==> src/verilog/panel_pkg.sv <==
package panel_pkg;

  // register byte offsets on the bus, one aligned word each
  localparam logic [6:0] off_panel_control     = 7'h00;
  localparam logic [6:0] off_contrast_control  = 7'h04;
  localparam logic [6:0] off_pix_c0_lo         = 7'h08;
  localparam logic [6:0] off_pix_c0_hi         = 7'h0c;
  localparam logic [6:0] off_pix_c1_lo         = 7'h10;
  localparam logic [6:0] off_pix_c1_hi         = 7'h14;
  localparam logic [6:0] off_pix_c2_lo         = 7'h18;
  localparam logic [6:0] off_pix_c2_hi         = 7'h1c;
  localparam logic [6:0] off_pix_c3_lo         = 7'h20;
  localparam logic [6:0] off_pix_c3_hi         = 7'h24;
  localparam logic [6:0] off_phase_prescale    = 7'h28;
  localparam logic [6:0] off_bias_reference    = 7'h2c;
  localparam logic [6:0] off_bias_ladder       = 7'h30;
  localparam logic [6:0] off_seg_enable_lo     = 7'h34;
  localparam logic [6:0] off_seg_enable_hi     = 7'h38;
  localparam logic [6:0] off_irq_status        = 7'h3c;
  localparam logic [6:0] off_irq_mask          = 7'h40;

  // panel_control fields
  localparam int pos_enable    = 7;
  localparam int pos_sleep_sel = 6;
  localparam int pos_pixel_write_error_flag      = 5;
  localparam logic [7:0] mask_panel_control   = 8'hef;
  localparam logic [7:0] mask_contrast        = 8'h07;
  localparam logic [7:0] mask_bias_reference  = 8'he6;
  localparam logic [7:0] mask_bias_ladder     = 8'hf7;
  // phase_prescale fields
  localparam int pos_wft    = 7;
  localparam int pos_active = 5;
  localparam int pos_wa     = 4;
  localparam logic [7:0] mask_prescale_rw = 8'hcf;

  // clock source codes in panel_control[3:2]
  localparam logic [1:0] src_core_div4 = 2'h0;
  localparam logic [1:0] src_crystal   = 2'h1;
  localparam logic [1:0] src_internal  = 2'h2;

  // status bit positions
  localparam int irq_shutdown = 0;
  localparam int irq_frame    = 1;

  // timing: base tick divider and slices per common
  localparam logic [7:0] tick_div      = 8'h1f;
  localparam logic [4:0] slices_per_com = 5'h1f;
  localparam logic [7:0] reset_value   = 8'h00;

  // pad drive towards the glass
  typedef struct packed {
    logic [3:0]  com;
    logic [15:0] seg;
    logic [15:0] seg_en;
    logic        pins_owned;
  } panel_pins_t;

  typedef enum logic [1:0] {
    st_off      = 2'b00,
    st_run      = 2'b01,
    st_drain    = 2'b11,
    st_sleep_gnd = 2'b10
  } drive_state_t;

endpackage

==> src/verilog/panel_drive.sv <==
`timescale 1ns/10ps
// Functional notes
// - sleep select: shut down or keep running
// - sleep shutdown: stop, ground pins, low current
// - enable clear finishes frame, then flags interrupt
// - after shutdown release pins to port use
// - core-clocked sleep without shutdown freezes pins
// - slow-clock sleep keeps refreshing from pixels
// - pixel data frozen during sleep
// - frame interrupt wakes device at boundary
// - unimplemented bits read zero
// - interrupt when active flag falls
// - frame interrupts only type-b non-static
module panel_drive (
  input  wire logic               aclk,
  input  wire logic               aresetn,
  input  wire logic [6:0]         s_axi_awaddr,
  input  wire logic               s_axi_awvalid,
  output logic                    s_axi_awready,
  input  wire logic [31:0]        s_axi_wdata,
  input  wire logic [3:0]         s_axi_wstrb,
  input  wire logic               s_axi_wvalid,
  output logic                    s_axi_wready,
  output logic [1:0]              s_axi_bresp,
  output logic                    s_axi_bvalid,
  input  wire logic               s_axi_bready,
  input  wire logic [6:0]         s_axi_araddr,
  input  wire logic               s_axi_arvalid,
  output logic                    s_axi_arready,
  output logic [31:0]             s_axi_rdata,
  output logic [1:0]              s_axi_rresp,
  output logic                    s_axi_rvalid,
  input  wire logic               s_axi_rready,
  input  wire logic               core_sleep,
  output panel_pkg::panel_pins_t  pins,
  output logic                    low_current,
  output logic                    wake_request,
  output logic                    irq
);
  import panel_pkg::*;

  // software visible registers
  logic [7:0]   ctrl;              // panel_control, pixel_write_error_flag kept apart
  logic         pixel_write_error_flag;              // pixel write error flag
  logic [7:0]   contrast;          // contrast control
  logic [7:0]   pix [0:7];         // pixel data, common-major
  logic [7:0]   prescale;          // wft, bias mode, frame prescale
  logic [7:0]   bias_ref;          // bias reference control
  logic [7:0]   bias_lad;          // bias ladder control
  logic [15:0]  seg_en;            // segment pin enables
  logic [1:0]   irq_stat;          // sticky events
  logic [1:0]   irq_mask;          // gates events onto irq

  // engine state
  drive_state_t state;             // drive sequencer
  logic         active;            // panel active flag
  logic [7:0]   tick_cnt;          // base tick divider
  logic         tick;              // one-cycle tick enable
  logic [4:0]   slice_cnt;         // slices within one common
  logic [3:0]   pre_cnt;           // frame prescale counter
  logic [1:0]   com_idx;           // current common
  logic         frame_end;         // last slice of the frame
  logic         running;           // frame engine advances
  logic         event_down;        // active falling, one cycle
  logic         event_frame;       // frame boundary event
  logic [1:0]   commons;           // multiplex setting, held in drain

  // bus handshake state
  logic         aw_held;           // write address captured
  logic         w_held;            // write data captured
  logic [6:0]   aw_addr;           // captured write address
  logic [7:0]   w_byte;            // captured low data byte
  logic         w_lane0;           // low byte lane enabled
  logic         do_write;          // commit pulse
  logic         rd_clears;         // status read side effect

  // decode of a bus address to pixel register index, shared by writes and reads
  function automatic logic [3:0] pix_index(input logic [6:0] a);
    if (a >= off_pix_c0_lo && a <= off_pix_c3_hi && a[1:0] == 2'h0)
      pix_index = {1'b0, 3'((a - off_pix_c0_lo) >> 2)};
    else
      pix_index = 4'h8;
  endfunction

  // frame interrupts exist only for type-b with a multiplexed setting
  wire frame_irq_legal = prescale[pos_wft] && (ctrl[1:0] != 2'h0);
  wire sleep_stop      = core_sleep && ctrl[pos_sleep_sel];
  wire fast_clk_sleep  = core_sleep && (ctrl[3:2] == src_core_div4);
  // updates during type-b non-static are only allowed right after a boundary
  wire write_window    = !frame_irq_legal || (com_idx == 2'h0 && slice_cnt < 5'h08);

  // base tick divider, stopped when the engine freezes
  // a stopped divider keeps its phase, so the pattern resumes in place
  always_ff @(posedge aclk) begin
    if (!aresetn) begin
      tick_cnt <= reset_value;
      tick     <= 1'b0;
    end else if (running) begin
      tick     <= (tick_cnt == tick_div);
      tick_cnt <= (tick_cnt == tick_div) ? reset_value : tick_cnt + 8'h01;
    end else begin
      tick     <= 1'b0; // frozen engine holds its last pattern
    end
  end

  // engine advances when driving and not frozen by sleep
  assign running = (state == st_run || state == st_drain) && !fast_clk_sleep;
  assign frame_end = tick && slice_cnt == slices_per_com && pre_cnt == prescale[3:0]
                     && com_idx == commons;

  // multiplex setting held through the drain at the value sampled on the edge that enters it
  // software clears the whole control byte at once, so that edge already sees the cleared
  // field and the final frame ends at the boundary set by the new multiplex setting
  always_ff @(posedge aclk) begin
    if (!aresetn)
      commons <= 2'h0;
    else if (state != st_drain)
      commons <= ctrl[1:0];
  end

  // slice, prescale and common counters
  // they restart from zero whenever the pins are not being driven
  always_ff @(posedge aclk) begin
    if (!aresetn || state == st_off || state == st_sleep_gnd) begin
      slice_cnt <= 5'h00;
      pre_cnt   <= 4'h0;
      com_idx   <= 2'h0;
    end else if (tick) begin
      if (slice_cnt != slices_per_com) begin
        slice_cnt <= slice_cnt + 5'h01;
      end else begin
        slice_cnt <= 5'h00;
        if (pre_cnt != prescale[3:0]) begin
          pre_cnt <= pre_cnt + 4'h1;
        end else begin
          pre_cnt <= 4'h0;
          com_idx <= (com_idx == commons) ? 2'h0 : com_idx + 2'h1;
        end
      end
    end
  end

  // drive sequencer
  // no default: all four codes are legal states
  always_ff @(posedge aclk) begin
    if (!aresetn) begin
      state <= st_off;
    end else begin
      unique case (state)
        st_off: begin
          if (sleep_stop)
            state <= st_sleep_gnd;
          else if (ctrl[pos_enable])
            state <= st_run;
        end
        st_run: begin
          if (sleep_stop)
            state <= st_sleep_gnd;
          else if (!ctrl[pos_enable])
            state <= st_drain;
        end
        st_drain: begin
          if (sleep_stop)
            state <= st_sleep_gnd;
          else if (ctrl[pos_enable])
            state <= st_run;
          else if (frame_end)
            state <= st_off;
        end
        st_sleep_gnd: begin
          if (!core_sleep)
            state <= ctrl[pos_enable] ? st_run : st_off;
        end
      endcase
    end
  end

  // active flag follows the framing states
  // it drops one cycle after the drain ends, the shutdown event with it
  always_ff @(posedge aclk) begin
    if (!aresetn) begin
      active     <= 1'b0;
      event_down <= 1'b0;
    end else begin
      active     <= (state == st_run || state == st_drain);
      event_down <= active && !(state == st_run || state == st_drain);
    end
  end

  // frame boundary event
  // only multiplexed type-b frames raise it
  always_ff @(posedge aclk) begin
    if (!aresetn)
      event_frame <= 1'b0;
    else
      event_frame <= frame_end && frame_irq_legal;
  end

  // pin drive, one process per concern
  // enables travel with the pattern so pads switch together with their data
  always_ff @(posedge aclk) begin
    if (!aresetn) begin
      pins        <= '0;
      low_current <= 1'b0;
    end else begin
      low_current <= (state == st_sleep_gnd);
      if (state == st_sleep_gnd) begin
        pins.com        <= 4'h0;
        pins.seg        <= 16'h0000;
        pins.seg_en     <= seg_en;
        pins.pins_owned <= 1'b1;
      end else if (state == st_off) begin
        pins <= '0;
      end else if (running) begin
        // simple phase drive, inverted on odd prescale steps for dc balance
        pins.com        <= 4'(4'h1 << com_idx) ^ {4{pre_cnt[0]}};
        pins.seg        <= {pix[{com_idx, 1'b1}], pix[{com_idx, 1'b0}]} ^ {16{pre_cnt[0]}};
        pins.seg_en     <= seg_en;
        pins.pins_owned <= 1'b1;
      end
    end
  end

  // wake request on frame boundary while asleep
  // a single pulse; whoever wakes the core must latch it
  always_ff @(posedge aclk) begin
    if (!aresetn)
      wake_request <= 1'b0;
    else
      wake_request <= core_sleep && event_frame && irq_mask[irq_frame];
  end

  // sticky status, set beats the read clear
  // an event in the clearing cycle survives for the next read
  always_ff @(posedge aclk) begin
    if (!aresetn) begin
      irq_stat <= 2'h0;
    end else begin
      irq_stat <= (rd_clears ? 2'h0 : irq_stat) | {event_frame, event_down};
    end
  end

  // level interrupt from unmasked status
  always_ff @(posedge aclk) begin
    if (!aresetn)
      irq <= 1'b0;
    else
      irq <= |(irq_stat & irq_mask);
  end

  // write channel capture, either order
  // the commit waits until both address and data are held
  always_ff @(posedge aclk) begin
    if (!aresetn) begin
      aw_held <= 1'b0;
      w_held  <= 1'b0;
      aw_addr <= 7'h00;
      w_byte  <= 8'h00;
      w_lane0 <= 1'b0;
    end else begin
      if (s_axi_awvalid && s_axi_awready) begin
        aw_held <= 1'b1;
        aw_addr <= s_axi_awaddr;
      end else if (do_write) begin
        aw_held <= 1'b0;
      end
      if (s_axi_wvalid && s_axi_wready) begin
        w_held  <= 1'b1;
        w_byte  <= s_axi_wdata[7:0];
        w_lane0 <= s_axi_wstrb[0];
      end else if (do_write) begin
        w_held <= 1'b0;
      end
    end
  end

  assign s_axi_awready = !aw_held && !s_axi_bvalid;
  assign s_axi_wready  = !w_held && !s_axi_bvalid;
  assign do_write      = aw_held && w_held;

  // write response
  // misaligned or out-of-range writes answer with an error and change nothing
  always_ff @(posedge aclk) begin
    if (!aresetn) begin
      s_axi_bvalid <= 1'b0;
      s_axi_bresp  <= 2'h0;
    end else if (do_write) begin
      s_axi_bvalid <= 1'b1;
      s_axi_bresp  <= (aw_addr > off_irq_mask || aw_addr[1:0] != 2'h0) ? 2'h2 : 2'h0;
    end else if (s_axi_bready) begin
      s_axi_bvalid <= 1'b0;
    end
  end

  // register writes; pixel writes blocked in sleep or outside the window
  // a refused pixel write sets the error flag instead of landing
  always_ff @(posedge aclk) begin
    if (!aresetn) begin
      ctrl     <= reset_value;
      pixel_write_error_flag     <= 1'b0;
      contrast <= reset_value;
      prescale <= reset_value;
      bias_ref <= reset_value;
      bias_lad <= reset_value;
      seg_en   <= 16'h0000;
      irq_mask <= 2'h0;
      for (int i = 0; i < 8; i++)
        pix[i] <= reset_value;
    end else if (do_write && w_lane0) begin
      unique case (aw_addr)
        off_panel_control: begin
          ctrl <= w_byte & mask_panel_control & ~8'h20;
          pixel_write_error_flag <= pixel_write_error_flag & w_byte[pos_pixel_write_error_flag]; // cleared by writing zero
        end
        off_contrast_control: contrast <= w_byte & mask_contrast;
        off_phase_prescale:   prescale <= w_byte & mask_prescale_rw;
        off_bias_reference:   bias_ref <= w_byte & mask_bias_reference;
        off_bias_ladder:      bias_lad <= w_byte & mask_bias_ladder;
        off_seg_enable_lo:    seg_en[7:0]  <= w_byte;
        off_seg_enable_hi:    seg_en[15:8] <= w_byte;
        off_irq_mask:         irq_mask <= w_byte[1:0];
        default: begin
          if (pix_index(aw_addr) != 4'h8) begin
            if (core_sleep || (active && !write_window))
              pixel_write_error_flag <= 1'b1;
            else
              pix[pix_index(aw_addr)[2:0]] <= w_byte;
          end
        end
      endcase
    end
  end

  // read channel with status clear on read
  // status clears only when the read is accepted, so a stalled read loses nothing
  always_ff @(posedge aclk) begin
    if (!aresetn) begin
      s_axi_rvalid <= 1'b0;
      s_axi_rdata  <= 32'h0000_0000;
      s_axi_rresp  <= 2'h0;
    end else if (s_axi_arvalid && s_axi_arready) begin
      s_axi_rvalid <= 1'b1;
      s_axi_rresp  <= 2'h0;
      s_axi_rdata  <= 32'h0000_0000;
      unique case (s_axi_araddr)
        off_panel_control:    s_axi_rdata[7:0] <= ctrl | {2'h0, pixel_write_error_flag, 5'h00};
        off_contrast_control: s_axi_rdata[7:0] <= contrast;
        off_phase_prescale:
          s_axi_rdata[7:0] <= prescale | {2'h0, active, write_window, 4'h0};
        off_bias_reference:   s_axi_rdata[7:0] <= bias_ref;
        off_bias_ladder:      s_axi_rdata[7:0] <= bias_lad;
        off_seg_enable_lo:    s_axi_rdata[7:0] <= seg_en[7:0];
        off_seg_enable_hi:    s_axi_rdata[7:0] <= seg_en[15:8];
        off_irq_status:       s_axi_rdata[1:0] <= irq_stat;
        off_irq_mask:         s_axi_rdata[1:0] <= irq_mask;
        default: begin
          if (pix_index(s_axi_araddr) != 4'h8)
            s_axi_rdata[7:0] <= pix[pix_index(s_axi_araddr)[2:0]];
          else
            s_axi_rresp <= 2'h2; // unmapped
        end
      endcase
    end else if (s_axi_rready) begin
      s_axi_rvalid <= 1'b0;
    end
  end

  assign s_axi_arready = !s_axi_rvalid;
  assign rd_clears     = s_axi_arvalid && s_axi_arready && s_axi_araddr == off_irq_status;

endmodule // panel_drive

==> config.mk <==
export PLATFORM = sky130hd
export DESIGN_NAME = panel_drive
export DESIGN_NICKNAME = d
export VERILOG_FILES = /design/src/verilog/panel_pkg.sv /design/src/verilog/panel_drive.sv
export SDC_FILE = /design/constraint.sdc
export NUM_CORES = 1
export LEC_CHECK = 0
export BUFFER_PORTS_ARGS = -buffer_cell sky130_fd_sc_hd__buf_2
export CORE_MARGIN = 4
export CORE_UTILIZATION = 40
export CTS_CLUSTER_SIZE = 10
export DETAILED_ROUTE_END_ITERATION = 8
export GPL_TIMING_DRIVEN = 0
export SETUP_SLACK_MARGIN = 0.15
export SKIP_LAST_GASP = 1
export SLEW_MARGIN = 20
export SYNTH_ARGS = -nofsm -noshare
export SYNTH_HDL_FRONTEND = slang
export SYNTH_SLANG_ARGS = --single-unit
==> constraint.sdc <==
create_clock -name aclk -period 4.13 [get_ports aclk]
set_input_delay 0.2065 -clock aclk [delete_from_list [all_inputs] [get_ports aclk]]
set_output_delay 0.2065 -clock aclk [all_outputs]
set_load 0.01 [all_outputs]
=== Yosys cells after proc, flatten, opt, wreduce, memory -nomap -nowiden ===
Memory sizes are Yosys's and may differ from the RTL's. A register that Yosys moved wholly into a read port is not among the register bits.
Index checks and enable logic that the tools add are counted.

* Shifts and indexed selects: 1
* Equal/unequal tests: 31
* Divide/modulo/power cells: 0
* Bitwise logic cells: 11
* Reduce and logical (&&, ||, !) cells: 76
* $mul: 0
* Order comparisons: 6
* Mux-type cells: 65
* Add/subtract/negate cells: 6

{| class="wikitable"
|+ Operator list
! operator !! count
|-
| equality test 7 x 6 -> 1 bit (second input constant) || 11
|-
| 2-to-1 mux 17 bit || 3
|-
| one-hot mux 6 bit (8 select lines) || 1
|-
| 2-to-1 mux 3 bit || 14
|-
| 2-to-1 mux 4 bit || 9
|-
| 2-to-1 mux 2 bit || 13
|-
| logical AND 1 bit || 25
|-
| 2-to-1 mux 8 bit || 3
|-
| AND reduction 2 bit || 10
|-
| 2-to-1 mux 1 bit || 18
|-
| one-hot mux 2 bit (9 select lines) || 1
|-
| bitwise OR 8 x 6 -> 8 bit || 2
|-
| nonzero test 2 bit || 8
|-
| OR reduction 8 bit || 2
|-
| XOR 16 bit || 1
|-
| equality test 7 x 3 -> 1 bit (second input constant) || 2
|-
| equality test 7 bit (second input constant) || 2
|-
| greater-or-equal comparator 7 x 4 -> 1 bit (second input constant) || 2
|-
| less-or-equal comparator 7 x 6 -> 1 bit (second input constant) || 2
|-
| logical NOT 7 bit || 2
|-
| inequality test 4 bit (second input constant) || 3
|-
| logical NOT 2 bit || 5
|-
| subtractor 5 x 4 -> 5 bit (second input constant) || 2
|-
| logical NOT 1 bit || 9
|-
| 33 further kinds || 46
|}

* Register bits: 147
* Latch bits: 0
* ROM bits: 0
* Memories: 1
* RAM bits: 64
* Output and inout port bits: 81

{| class="wikitable"
|+ Memories
! memory !! words !! width !! rd ports !! clocked after memory_dff !! write ports !! RTL line !! text
|-
| pix || 8 || 8 || 3 || 2 || 8 || panel_drive.sv:46 || <nowiki>logic [7:0] pix [0:7];</nowiki>
|}

=== Logic depth before layout (Yosys ltp) ===
Gate-level depths: netlist of the first run.

* Depth after elaboration: 15
* Depth in mapped cells: 10

=== Least setup slack after synthesis of the first run ===
Ideal clock, no wire load.

* Kind: register -> register
* Start: register aw_addr[3]
* End: memory pix[2][0] (enable)
* Stages on the path, launching flop included: 10
* Path slack: 1.232 ns
* Period minus slack after synthesis: 2.898 ns
* Arrival: 2.514 ns
* Path buffers: 2
* Required time: 3.746 ns
* Setup time: 0.384 ns
* Path through: dfxtp_1 -> buf_2 -> inv_1 -> ha_1 -> a21bo_2 -> o211ai_1 -> nand4_1 -> or4_1 -> buf_2 -> o21ai_0

{| class="wikitable"
|+ RTL lines
! element !! RTL line !! text
|-
| start, declared || panel_drive.sv:71 || <nowiki>logic [6:0] aw_addr;</nowiki>
|-
| start signal, assigned || panel_drive.sv:263 || <nowiki>aw_addr <= s_axi_awaddr;</nowiki>
|-
| end, declared || panel_drive.sv:46 ||
|}

==> results of run 1 <==
-- metal layers --
layer  up-vias  share of wire, %  GRT usage (%)
li1       3856                 -              -
met2       335                43           32.5
met5         -                 0              0
met1      3875                45           31.6
met4         0               2.5           4.69
met3        48               9.0           4.73
-- power by group --
part / switching (W) / internal [W] / total, W / leakage [nW]
clock: 0.000813 / 0.00111 / 0.00192 / 0.330
combinational: 0.000266 / 0.000162 / 0.000428 / 2.35
sequential: 0.0000430 / 0.00218 / 0.00222 / 1.85
-- registers in the layout (all words and copies together), names as in the netlist, 2 cells and up, named ones only --
signal	cells
seg_en	16
pre_cnt	4
pins	37
irq_mask	2
state	2
aw_addr	7
contrast	3
bias_ref	5
w_byte	8
slice_cnt	5
prescale	6
commons	2
s_axi_rdata	8
irq_stat	2
ctrl	6
com_idx	2
pix	64
tick_cnt	8
bias_lad	7
-- final cells by class --
class | count | area share, %
tap | 330 | 3.36
inverter | 21 | 0.642
clock inverter | 1 | 0.0407
clock buffer | 35 | 5.48
multi-input combinational | 700 | 42.2
timing repair buffer | 100 | 4.81
buffer | 95 | 3.87
sequential | 211 | 39.6
-- metrics by stage --
stage / setup slack [ns] / cells / power [W]
6_report: 0.769 / 1493 / 0.00457
4_1_cts: 0.755 / 1493 / 0.00460
2_1_floorplan: 1.23 / 1027 / 0.00251
5_1_grt: 0.565 / 1493 / 0.00473
3_5_place_dp: 0.787 / 1439 / 0.00266
3_3_place_gp: 0.465 / 1439 / 0.00266
-- cells in the mapped netlist, types with 6 or more instances --
| library cell | n |
|---|---|
| a211oi_1 | 22 |
| a21boi_0 | 15 |
| a21oi_1 | 26 |
| a22oi_1 | 24 |
| and2_1 | 56 |
| and3_1 | 10 |
| buf_2 | 11 |
| buf_4 | 26 |
| clkbuf_1 | 52 |
| dfxtp_1 | 147 |
| edfxtp_1 | 64 |
| ha_1 | 13 |
| inv_1 | 21 |
| mux2_2 | 9 |
| mux2i_1 | 54 |
| mux4_2 | 29 |
| nand2_1 | 44 |
| nand2b_1 | 17 |
| nand3_1 | 19 |
| nand4_1 | 7 |
| nor2_1 | 68 |
| nor2b_1 | 79 |
| nor3_1 | 30 |
| nor3b_1 | 6 |
| nor4_1 | 13 |
| o21ai_0 | 20 |
| o2bb2ai_1 | 7 |
| xnor2_1 | 25 |
| xor2_1 | 10 |
-- final timing paths --
check,slack (ns),start,to
worst max register to register,0.77,aw_addr[2],pix[6][0]
worst max-delay path,0.77,aw_addr[2],pix[6][0]
worst min-delay path,0.06,s_axi_wdata[4],w_byte[4]
worst min register to register,0.48,tick_cnt[1],tick_cnt[1]
-- repair_timing --
action,CTS,global route
endpoints found under the hold margin,17,0
setup buffers,0,0
hold buffers,18,0
resized for setup,0,0
-- critical path: stages (launching register included) --
cell	delay (ns)
dfxtp_1	0.31
buf_2	0.25
nand2b_1	0.24
o211ai_1	0.65
nand4_1	0.14
or4_1	0.49
buf_2	0.22
o21ai_1	0.67
-- cells by family after synthesis --
logic type | count (synthesis) | synth area share [%]
flops | 211 | 46.5
xor+xnor | 35 | 2.93
buf+inv | 116 | 5.30
simple gates | 377 | 20.3
compound gates | 157 | 11.0
mux | 92 | 12.4
fa+ha+maj | 13 | 1.56
other cells | 1 | 0.0359
==> results.yml, run 1 <==
outcome:
  status: "completed"
global_routing:
  globalRoute.totalOverflow: 0
  grt_pass1_wl_um: 47700
  grt_max_degree: 12
  antenna_found_initial: 0
  grtUsageTotal_pct: 21.4
  grt_pass1_vias: 7827
clock_tree:
  clk_latency_ns: 0.51
  cts_tree: "built"
  clkTransAtPathRegs_ns: 0.05
  cts_sinks: 211
  cts_buffers: 25
  htree_levels: 1
  clockRootBuffer: "clkbuf_16"
  cts_buffer_depth: 3
sta:
  report.final.slew_viol_count: 0
  period_minus_slack_ns: 3.36
  hold_viol_final: 0
  finalCritPeriodShare_pct: 81.4
  worst_slew_pin_slew_ns: 1.16
  slew_headroom_pct: 21.8
  max_freq_mhz: 298
  hold_ws_ns: 0.0618
  tns_ns: 0
  fin_skew_ns: 0.0105
  setup_viol: 0
  rsz0062_at_grt: "false"
logic_synthesis:
  yosysTopAreaCellShare_pct: 28.1
  syn_avg_cell_area_um2: 10.4
  ys.flop_type: "dfxtp_1"
  synth_largest_area_cell: "dfxtp_1"
  synthesis.area_mm2: 0.0105
  ys_types: 75
  synth-edff-count: 64
  synth_area_leaders: "dfxtp_1 28%, edfxtp_1 18%, mux4_2 6.2%, mux2i_1 5.2%, nor2b_1 4.7%"
  synth_async_sr_flop_share_pct: 0
  syn_inst: 1002
  seq_area_frac_synth_pct: 46.5
  synth-seq-cells: 211
  yosys_warnings: 0
min_path:
  min_path_cells: 3
  hold_path.class: "input port to flop"
floorplanning:
  io_pins: 139
  core_mm2: 0.0255
  die-area_mm2: 0.0288
  die_x_um: 170
  dieHeight_um: 170
  rows: 58
  start_util_pct: 41.1
cells_and_area:
  finalInstanceArea_mm2: 0.0123
  fill_cells: 2407
  nNetsFinal: 1225
  drive_gt1_share_pct: 18.0
  final_cell_mix: "147 x dfxtp_1, 93 x buf_2, 79 x nor2b_1"
  fin_util_pct: 48.2
  layout_commonest_cell: "dfxtp_1"
  multi_input_area_mm2: 0.00519
  layout-area-overhead-vs-synth_pct: 17.5
  regArea_mm2: 0.00486
  diodes: 0
power:
  ir_drop_mv: 0.248
  powerDensity_mw_per_mm2: 372
  p_leak_nw: 4.53
detailed_routing:
  wl_per_cell_um: 20.9
  avgViaCountPerCell: 5.43
  via_count: 8114
  drtAntennaViolNets: 0
  totalWireLength_um: 31200
  drc: 0
  dr.pass1.iters: 5
  first_iter_violations: 721
worst_setup_path:
  critPathLaunchType: "flop"
  worstSetupEndpointType: "flop"
  worst-path-max-fanout: 10
  path_class: "flop to flop"
  arrival_ns: 3.49
  critPathRequiredTime_ns: 4.26
  reg2reg_depth: 7
placed_design:
  placed_cell_area_mm2: 0.0114
  dp_hpwl_um: 22900
  routabilityCongestion: 0.923
  port_buffers: 82
job:
  max_cap_viol_count: 0
Note: power is estimated with default switching activity, not from simulation.
==> run 2: changes to the inputs <==
--- a/config.mk
+++ b/config.mk
@@ -5,6 +5,7 @@
 export SDC_FILE = /design/constraint.sdc
 export NUM_CORES = 1
 export LEC_CHECK = 0
+export ABC_AREA = 1
 export BUFFER_PORTS_ARGS = -buffer_cell sky130_fd_sc_hd__buf_2
 export CORE_MARGIN = 4
 export CORE_UTILIZATION = 40
==> constraint.sdc (replaced) <==
create_clock -name aclk -period 3.1 [get_ports aclk]
set_input_delay 0.155 -clock aclk [delete_from_list [all_inputs] [get_ports aclk]]
set_output_delay 0.155 -clock aclk [all_outputs]
set_load 0.01 [all_outputs]
==> run 2 against run 1 <==
Effect of this change:
- sequential share of layout area rose by 0.36 points
- non-clock buffer count grew 3
- synthesized cell count rose by 28%
- critical path depth stayed put
- core utilization about the same
- cell count grew 19%
- clock skew grew 0.012 ns
- sequential power is 36% higher
- worst hold slack got worse by 0.041 ns
- largest cell class is now registers
==> results.yml, run 2 <==
clock_tree:
  hold_buffers: 19
  cts_tree: "built"
  cts_sinks: 211
  clkTransAtPathRegs_ns: 0.05
  clockRootBuffer: "clkbuf_16"
  cts_buffers: 26
  clk_latency_ns: 0.53
  cts_setup_buffers: 0
  htree_levels: 1
  ctsResizeCount: 0
  cts_buffer_depth: 3
worst_setup_path:
  worst-path-max-fanout: 9
  critPathRequiredTime_ns: 3.27
  cp-startpoint: "ctrl[0]"
  arrival_ns: 2.79
  crit-reg2reg-launch: "ctrl[0]"
  path_class: "flop to flop"
  critPathLaunchType: "flop"
  worstSetupEndpointType: "flop"
cells_and_area:
  finalInstanceArea_mm2: 0.0122
  regArea_mm2: 0.00486
  diodes: 0
  drive_gt1_share_pct: 14.2
  multi_input_area_mm2: 0.00458
  layout_commonest_cell: "nand2_1"
  fin_util_pct: 48.2
  largestRegisters: "pix: 64 flops, pins: 37 flops, seg_en: 16 flops"
  layout-area-overhead-vs-synth_pct: 18.0
  top_register: "pix"
  nNetsFinal: 1509
  largest_register_ff_count: 64
  stdcell_count: 1782
  fill_cells: 2564
  final_cell_mix: "177 x nand2_1, 154 x nor2_1, 147 x o21ai_0, 147 x dfxtp_1, 109 x a21oi_1"
logic_synthesis:
  synth_common_cells: "177 x nand2_1, 154 x nor2_1, 147 x dfxtp_1, 147 x o21ai_0, 109 x a21oi_1"
  synth_largest_area_cell: "dfxtp_1"
  synth_top_family_by_area: "simple AND/OR/NAND/NOR gates"
  synth-seq-cells: 211
  ys.flop_type: "dfxtp_1"
  ys_types: 44
  syn_avg_cell_area_um2: 8.05
  yosysTopAreaCellShare_pct: 28.5
  synth_xor_area_share_pct: 2.38
  synth-edff-count: 64
  syn_inst: 1282
  synth_async_sr_flop_share_pct: 0
  synthMuxAreaShare_pct: 0
  seq_area_frac_synth_pct: 47.1
  synthesis.area_mm2: 0.0103
  yosysMostFrequentCell: "nand2_1"
  synthAdderAreaFrac_pct: 1.58
  synth_area_leaders: "dfxtp_1 29%, edfxtp_1 19%, o21ai_0 7.1%, nand2_1 6.4%, nor2_1 5.6%"
  yosys_warnings: 0
  synth_compound_area_share_pct: 16.7
  yosys.area_share.simple_pct: 22.8
power:
  power.internal_w: 0.00477
  p_leak_nw: 5.12
  sequentialPowerShare_pct: 45.7
  share_comb_of_total_power_pct: 13.4
  p_total_w: 0.00661
  ir_drop_mv: 0.339
  powerDensity_mw_per_mm2: 543
  switchingPower_w: 0.00184
  swShare_pct: 27.9
  clkPwrFrac_pct: 40.8
placed_design:
  dp_hpwl_um: 25000
  dp.cells: 1721
  port_buffers: 84
  routabilityCongestion: 0.962
  placed_cell_area_mm2: 0.0112
global_routing:
  globalRoute.totalOverflow: 0
  grt_pass1_wl_um: 51000
  grt_pass1_vias: 8741
  antenna_found_initial: 2
  grtUsageTotal_pct: 22.8
  grt_max_degree: 14
floorplanning:
  die_x_um: 169
  rows: 58
  core_mm2: 0.0253
  die-area_mm2: 0.0284
  dieHeight_um: 169
  start_util_pct: 40.9
  io_pins: 139
sta:
  report.final.slew_viol_count: 0
  hold_viol_final: 0
  fin_skew_ns: 0.0225
  setup_viol: 0
  tns_ns: 0
  worst_slew_pin_slew_ns: 1.01
  slew_headroom_pct: 33.0
  period_minus_slack_ns: 2.61
  rsz0062_at_grt: "false"
  finalCritPeriodShare_pct: 84.3
  max_freq_mhz: 383
detailed_routing:
  drtAntennaViolNets: 0
  totalWireLength_um: 33300
  avgViaCountPerCell: 5.25
  dr.pass1.iters: 7
  wl_per_cell_um: 18.7
  drc: 0
  via_count: 9363
  first_iter_violations: 804
min_path:
  hp-start: "s_axi_araddr[3]"
  hold_path.class: "input port to flop"
job:
  max_cap_viol_count: 0
outcome:
  status: "completed"
-- run 2: cell types whose count changed after synthesis, sizes merged, moves of 20 or more --
cell and change:
xnor2 -20, nand3 +62, a21oi +83, nand4 +33
and2 -55, nand2 +140, mux2i -54, mux4 -29
o22ai +20, o21ai +128, inv +91, a22oi -24
nor2b -79, nor2 +98
-- run 2: metal layers --
| layer | GRT usage (%) | share of wire (%) | vias up |
|---|---|---|---|
| li1 | - | - | 4603 |
| met1 | 33.0 | 46 | 4305 |
| met2 | 34.2 | 43 | 376 |
| met3 | 3.95 | 7.8 | 75 |
| met4 | 8.26 | 3.4 | 4 |
| met5 | 0 | 0.075 | - |
-- run 2: power by group through the flow --
stage          logic, W  registers, W  clock network (W)
3_3_place_gp   0.000860       0.00308                  0
3_5_place_dp   0.000866       0.00308                  0
4_1_cts        0.000887       0.00302            0.00274
2_1_floorplan  0.000578       0.00306                  0
6_report       0.000888       0.00302            0.00270
5_1_grt        0.000990       0.00303            0.00286
-- run 2: final cells by class --
type,count,area share (%)
Tap cell,330,3.39
Buffer,95,4.34
Multi-Input combinational cell,885,37.6
Sequential cell,211,40.0
Timing Repair Buffer,103,5.01
Clock buffer,38,5.80
Inverter,116,3.62
Clock inverter,4,0.267
-- run 2: stage by stage --
step	hold slack, ns	setup slack (ns)
2_1_floorplan	0.314	0.881
3_3_place_gp	0.408	0.528
3_5_place_dp	0.409	0.522
4_1_cts	0.00657	0.503
5_1_grt	0.0338	0.257
6_report	0.0207	0.486
-- run 2: cell families after synthesis --
family | Yosys count
buffers and inverters | 211
AOI/OAI and AO/OA | 319
DFF | 211
adders and majority gates | 13
other | 1
and+or+nand+nor | 499
xor gates and xnor gates | 28
-- run 2: path summary, 6_finish.rpt --
| check | to | slack, ns | cells after the start |
|---|---|---|---|
| setup / recovery | pix[6][4] | 0.49 | 7 |
| hold / removal | s_axi_rdata[1] | 0.02 | 4 |
| setup reg to reg | pix[6][4] | 0.49 | 7 |
| hold reg to reg | irq_stat[0] | 0.44 | 2 |
-- run 2: critical path, cell delays in order (launching register included) --
cell and delay [ns]:
dfxtp_1 0.38, o21ai_0 0.48, a31oi_1 0.18, nand2_1 0.11, nand2_1 0.15, nor2_8 0.31, nand4_4 0.26, nand2_1 0.38
==> run 3: changes to the inputs <==
==> constraint.sdc (replaced) <==
create_clock -name aclk -period 2.46 [get_ports aclk]
set_input_delay 0.123 -clock aclk [delete_from_list [all_inputs] [get_ports aclk]]
set_output_delay 0.123 -clock aclk [all_outputs]
set_load 0.01 [all_outputs]
==> run 3 against run 2 <==
Effect of this change:
- first-iteration DRC count increased by 5.7%
- flip-flop and latch count unchanged
- clock power increased by 26%
- die area unchanged
- register-to-register slack got worse by 0.25 ns
- clock skew decreased by 0.00086 ns
- worst setup slack got worse by 0.25 ns
- critical endpoint is now pix[2][4]
- sequential share of layout area decreased by 0.74 points
- global-route usage increased by 0.069 points
- non-clock buffer count increased by 15
==> results.yml, run 3 (synthesized netlist as in run 2, its figures left out) <==
outcome:
  status: "completed"
cells_and_area:
  layout-area-overhead-vs-synth_pct: 20.3
  fill_cells: 2550
  top_register: "pix"
  nNetsFinal: 1525
  layout_commonest_cell: "nand2_1"
  largestRegisters: "pix: 64 flops, pins: 37 flops, seg_en: 16 flops"
  drive_gt1_share_pct: 16.1
  fin_util_pct: 49.2
  largest_register_ff_count: 64
  final_cell_mix: "168 x nand2_1, 152 x nor2_1, 146 x o21ai_0, 146 x dfxtp_1, 109 x a21oi_1"
  diodes: 0
  finalInstanceArea_mm2: 0.0124
placed_design:
  dp_hpwl_um: 25000
  port_buffers: 84
  routabilityCongestion: 0.962
  pre_cts_slack_ns: -0.118
  placed_cell_area_mm2: 0.0112
global_routing:
  grt_pass1_wl_um: 51200
  antenna_found_initial: 1
  grt_max_degree: 14
  grtUsageTotal_pct: 22.8
  globalRoute.totalOverflow: 0
  grt_pass1_vias: 8753
floorplanning:
  core_mm2: 0.0253
  die-area_mm2: 0.0284
  rows: 58
  io_pins: 139
  die_x_um: 169
  start_util_pct: 40.9
  dieHeight_um: 169
sta:
  slew_headroom_pct: 4.54
  period_minus_slack_ns: 2.23
  hold_ws_ns: 0.0418
  setup_viol: 0
  hold_viol_final: 0
  rsz0062_at_grt: "true"
  fin_skew_ns: 0.0216
  finalWorstSetupSlack_ns: 0.234
  finalCritPeriodShare_pct: 90.5
  report.final.slew_viol_count: 0
  worst_slew_pin_slew_ns: 1.43
  max_freq_mhz: 449
detailed_routing:
  drtAntennaViolNets: 0
  via_count: 9386
  drc: 0
  avgViaCountPerCell: 5.22
  dr.pass1.iters: 5
  totalWireLength_um: 33500
  first_iter_violations: 850
  wl_per_cell_um: 18.6
clock_tree:
  cts_buffer_depth: 3
  clk_latency_ns: 0.53
  clkTransAtPathRegs_ns: 0.06
  clockRootBuffer: "clkbuf_16"
  cts_buffers: 26
  htree_levels: 1
  cts_sinks: 211
  cts_tree: "built"
power:
  sequentialPowerShare_pct: 45.6
  power.internal_w: 0.00601
  swShare_pct: 28.1
  p_leak_nw: 5.21
  switchingPower_w: 0.00235
  share_comb_of_total_power_pct: 13.6
  clkPwrFrac_pct: 40.8
  ir_drop_mv: 0.427
  powerDensity_mw_per_mm2: 673
  p_total_w: 0.00836
worst_setup_path:
  worst-path-max-fanout: 5
  crit-reg2reg-launch: "com_idx[0]"
  reg2reg_depth: 9
  critPathLaunchType: "flop"
  critPathRequiredTime_ns: 2.69
  arrival_ns: 2.46
  reg2reg_slack_ns: 0.23
  worstReg2RegEnd: "pix[2][4]"
  worstSetupEndpointType: "flop"
  cp-startpoint: "com_idx[0]"
  path_class: "flop to flop"
min_path:
  holdPathEnd: "s_axi_rresp[1]"
  min_path_cells: 5
  hold_path.class: "input port to flop"
  hp-start: "s_axi_arvalid"
job:
  max_cap_viol_count: 0
[run 3: cell types whose count changed in the layout (fill, tap and decap cells not counted), moves of 2 or more]
cell	previous run	this run
buf_4	28	40
nand2_1	177	168
nand2_2	4	6
nand2_4	3	9
nor2_1	154	152
nor2_2	11	13
[run 3: critical path, cell delays in order (launching register included)]
cell and delay, ns:
dfxtp_1 0.41, inv_1 0.13, ha_1 0.27, a31oi_2 0.30
nand2_1 0.11, nand2_2 0.19, nor2_8 0.10, nand4_4 0.22
buf_6 0.15, nor2_1 0.04
[run 3: power groups by stage]
stage	Combinational [W]	Clock, W	Sequential (W)
finish	0.00114	0.00341	0.00381
global route	0.00127	0.00361	0.00382
CTS	0.00113	0.00346	0.00381
detailed placement	0.00109	0	0.00388
global placement	0.00108	0	0.00388
floorplan	0.000728	0	0.00386
[run 3: stage by stage]
stage / setup TNS, ns / instances
4_1_cts: 0 / 1784
5_1_grt: 0 / 1798
3_3_place_gp: -2.67 / 1721
2_1_floorplan: 0 / 1307
6_report: 0 / 1798
3_5_place_dp: -3.71 / 1721
[run 3: final cells by class]
class	count	area [um^2]	share of cell area, %
Inverter	116	440	3.55
Timing Repair Buffer	118	747	6.02
Clock inverter	4	32.5	0.262
Tap cell	330	413	3.33
Clock buffer	38	706	5.68
Buffer	95	532	4.28
Sequential cell	211	4870	39.2
Multi-Input combinational cell	886	4680	37.7
[run 3: repair_timing]
item / in CTS / in global routing
hold endpoints to repair: 20 / 0
hold buffers: 20 / 0
resized for setup: 15 / 14
buffers inserted: 0 / 13
endpoints found under the setup margin: 64 / 70
cloned: 1 / 1
pin swaps: 1 / 5
[run 3: how the worst max path moves through the flow]
stage | to | cells past startpoint
floorplan | pix[1][0] | 11
global placement | pix[2][5] | 7
detailed placement | pix[2][5] | 11
CTS | pix[2][0] | 11
global route | pix[2][1] | 11
finish | pix[2][4] | 9
[run 3: per-layer routing]
layer  GRT usage [%]  share of wire, %
met4            8.26               3.5
met3            3.83               7.2
met1            33.1                46
met5               0             0.018
met2            34.4                43
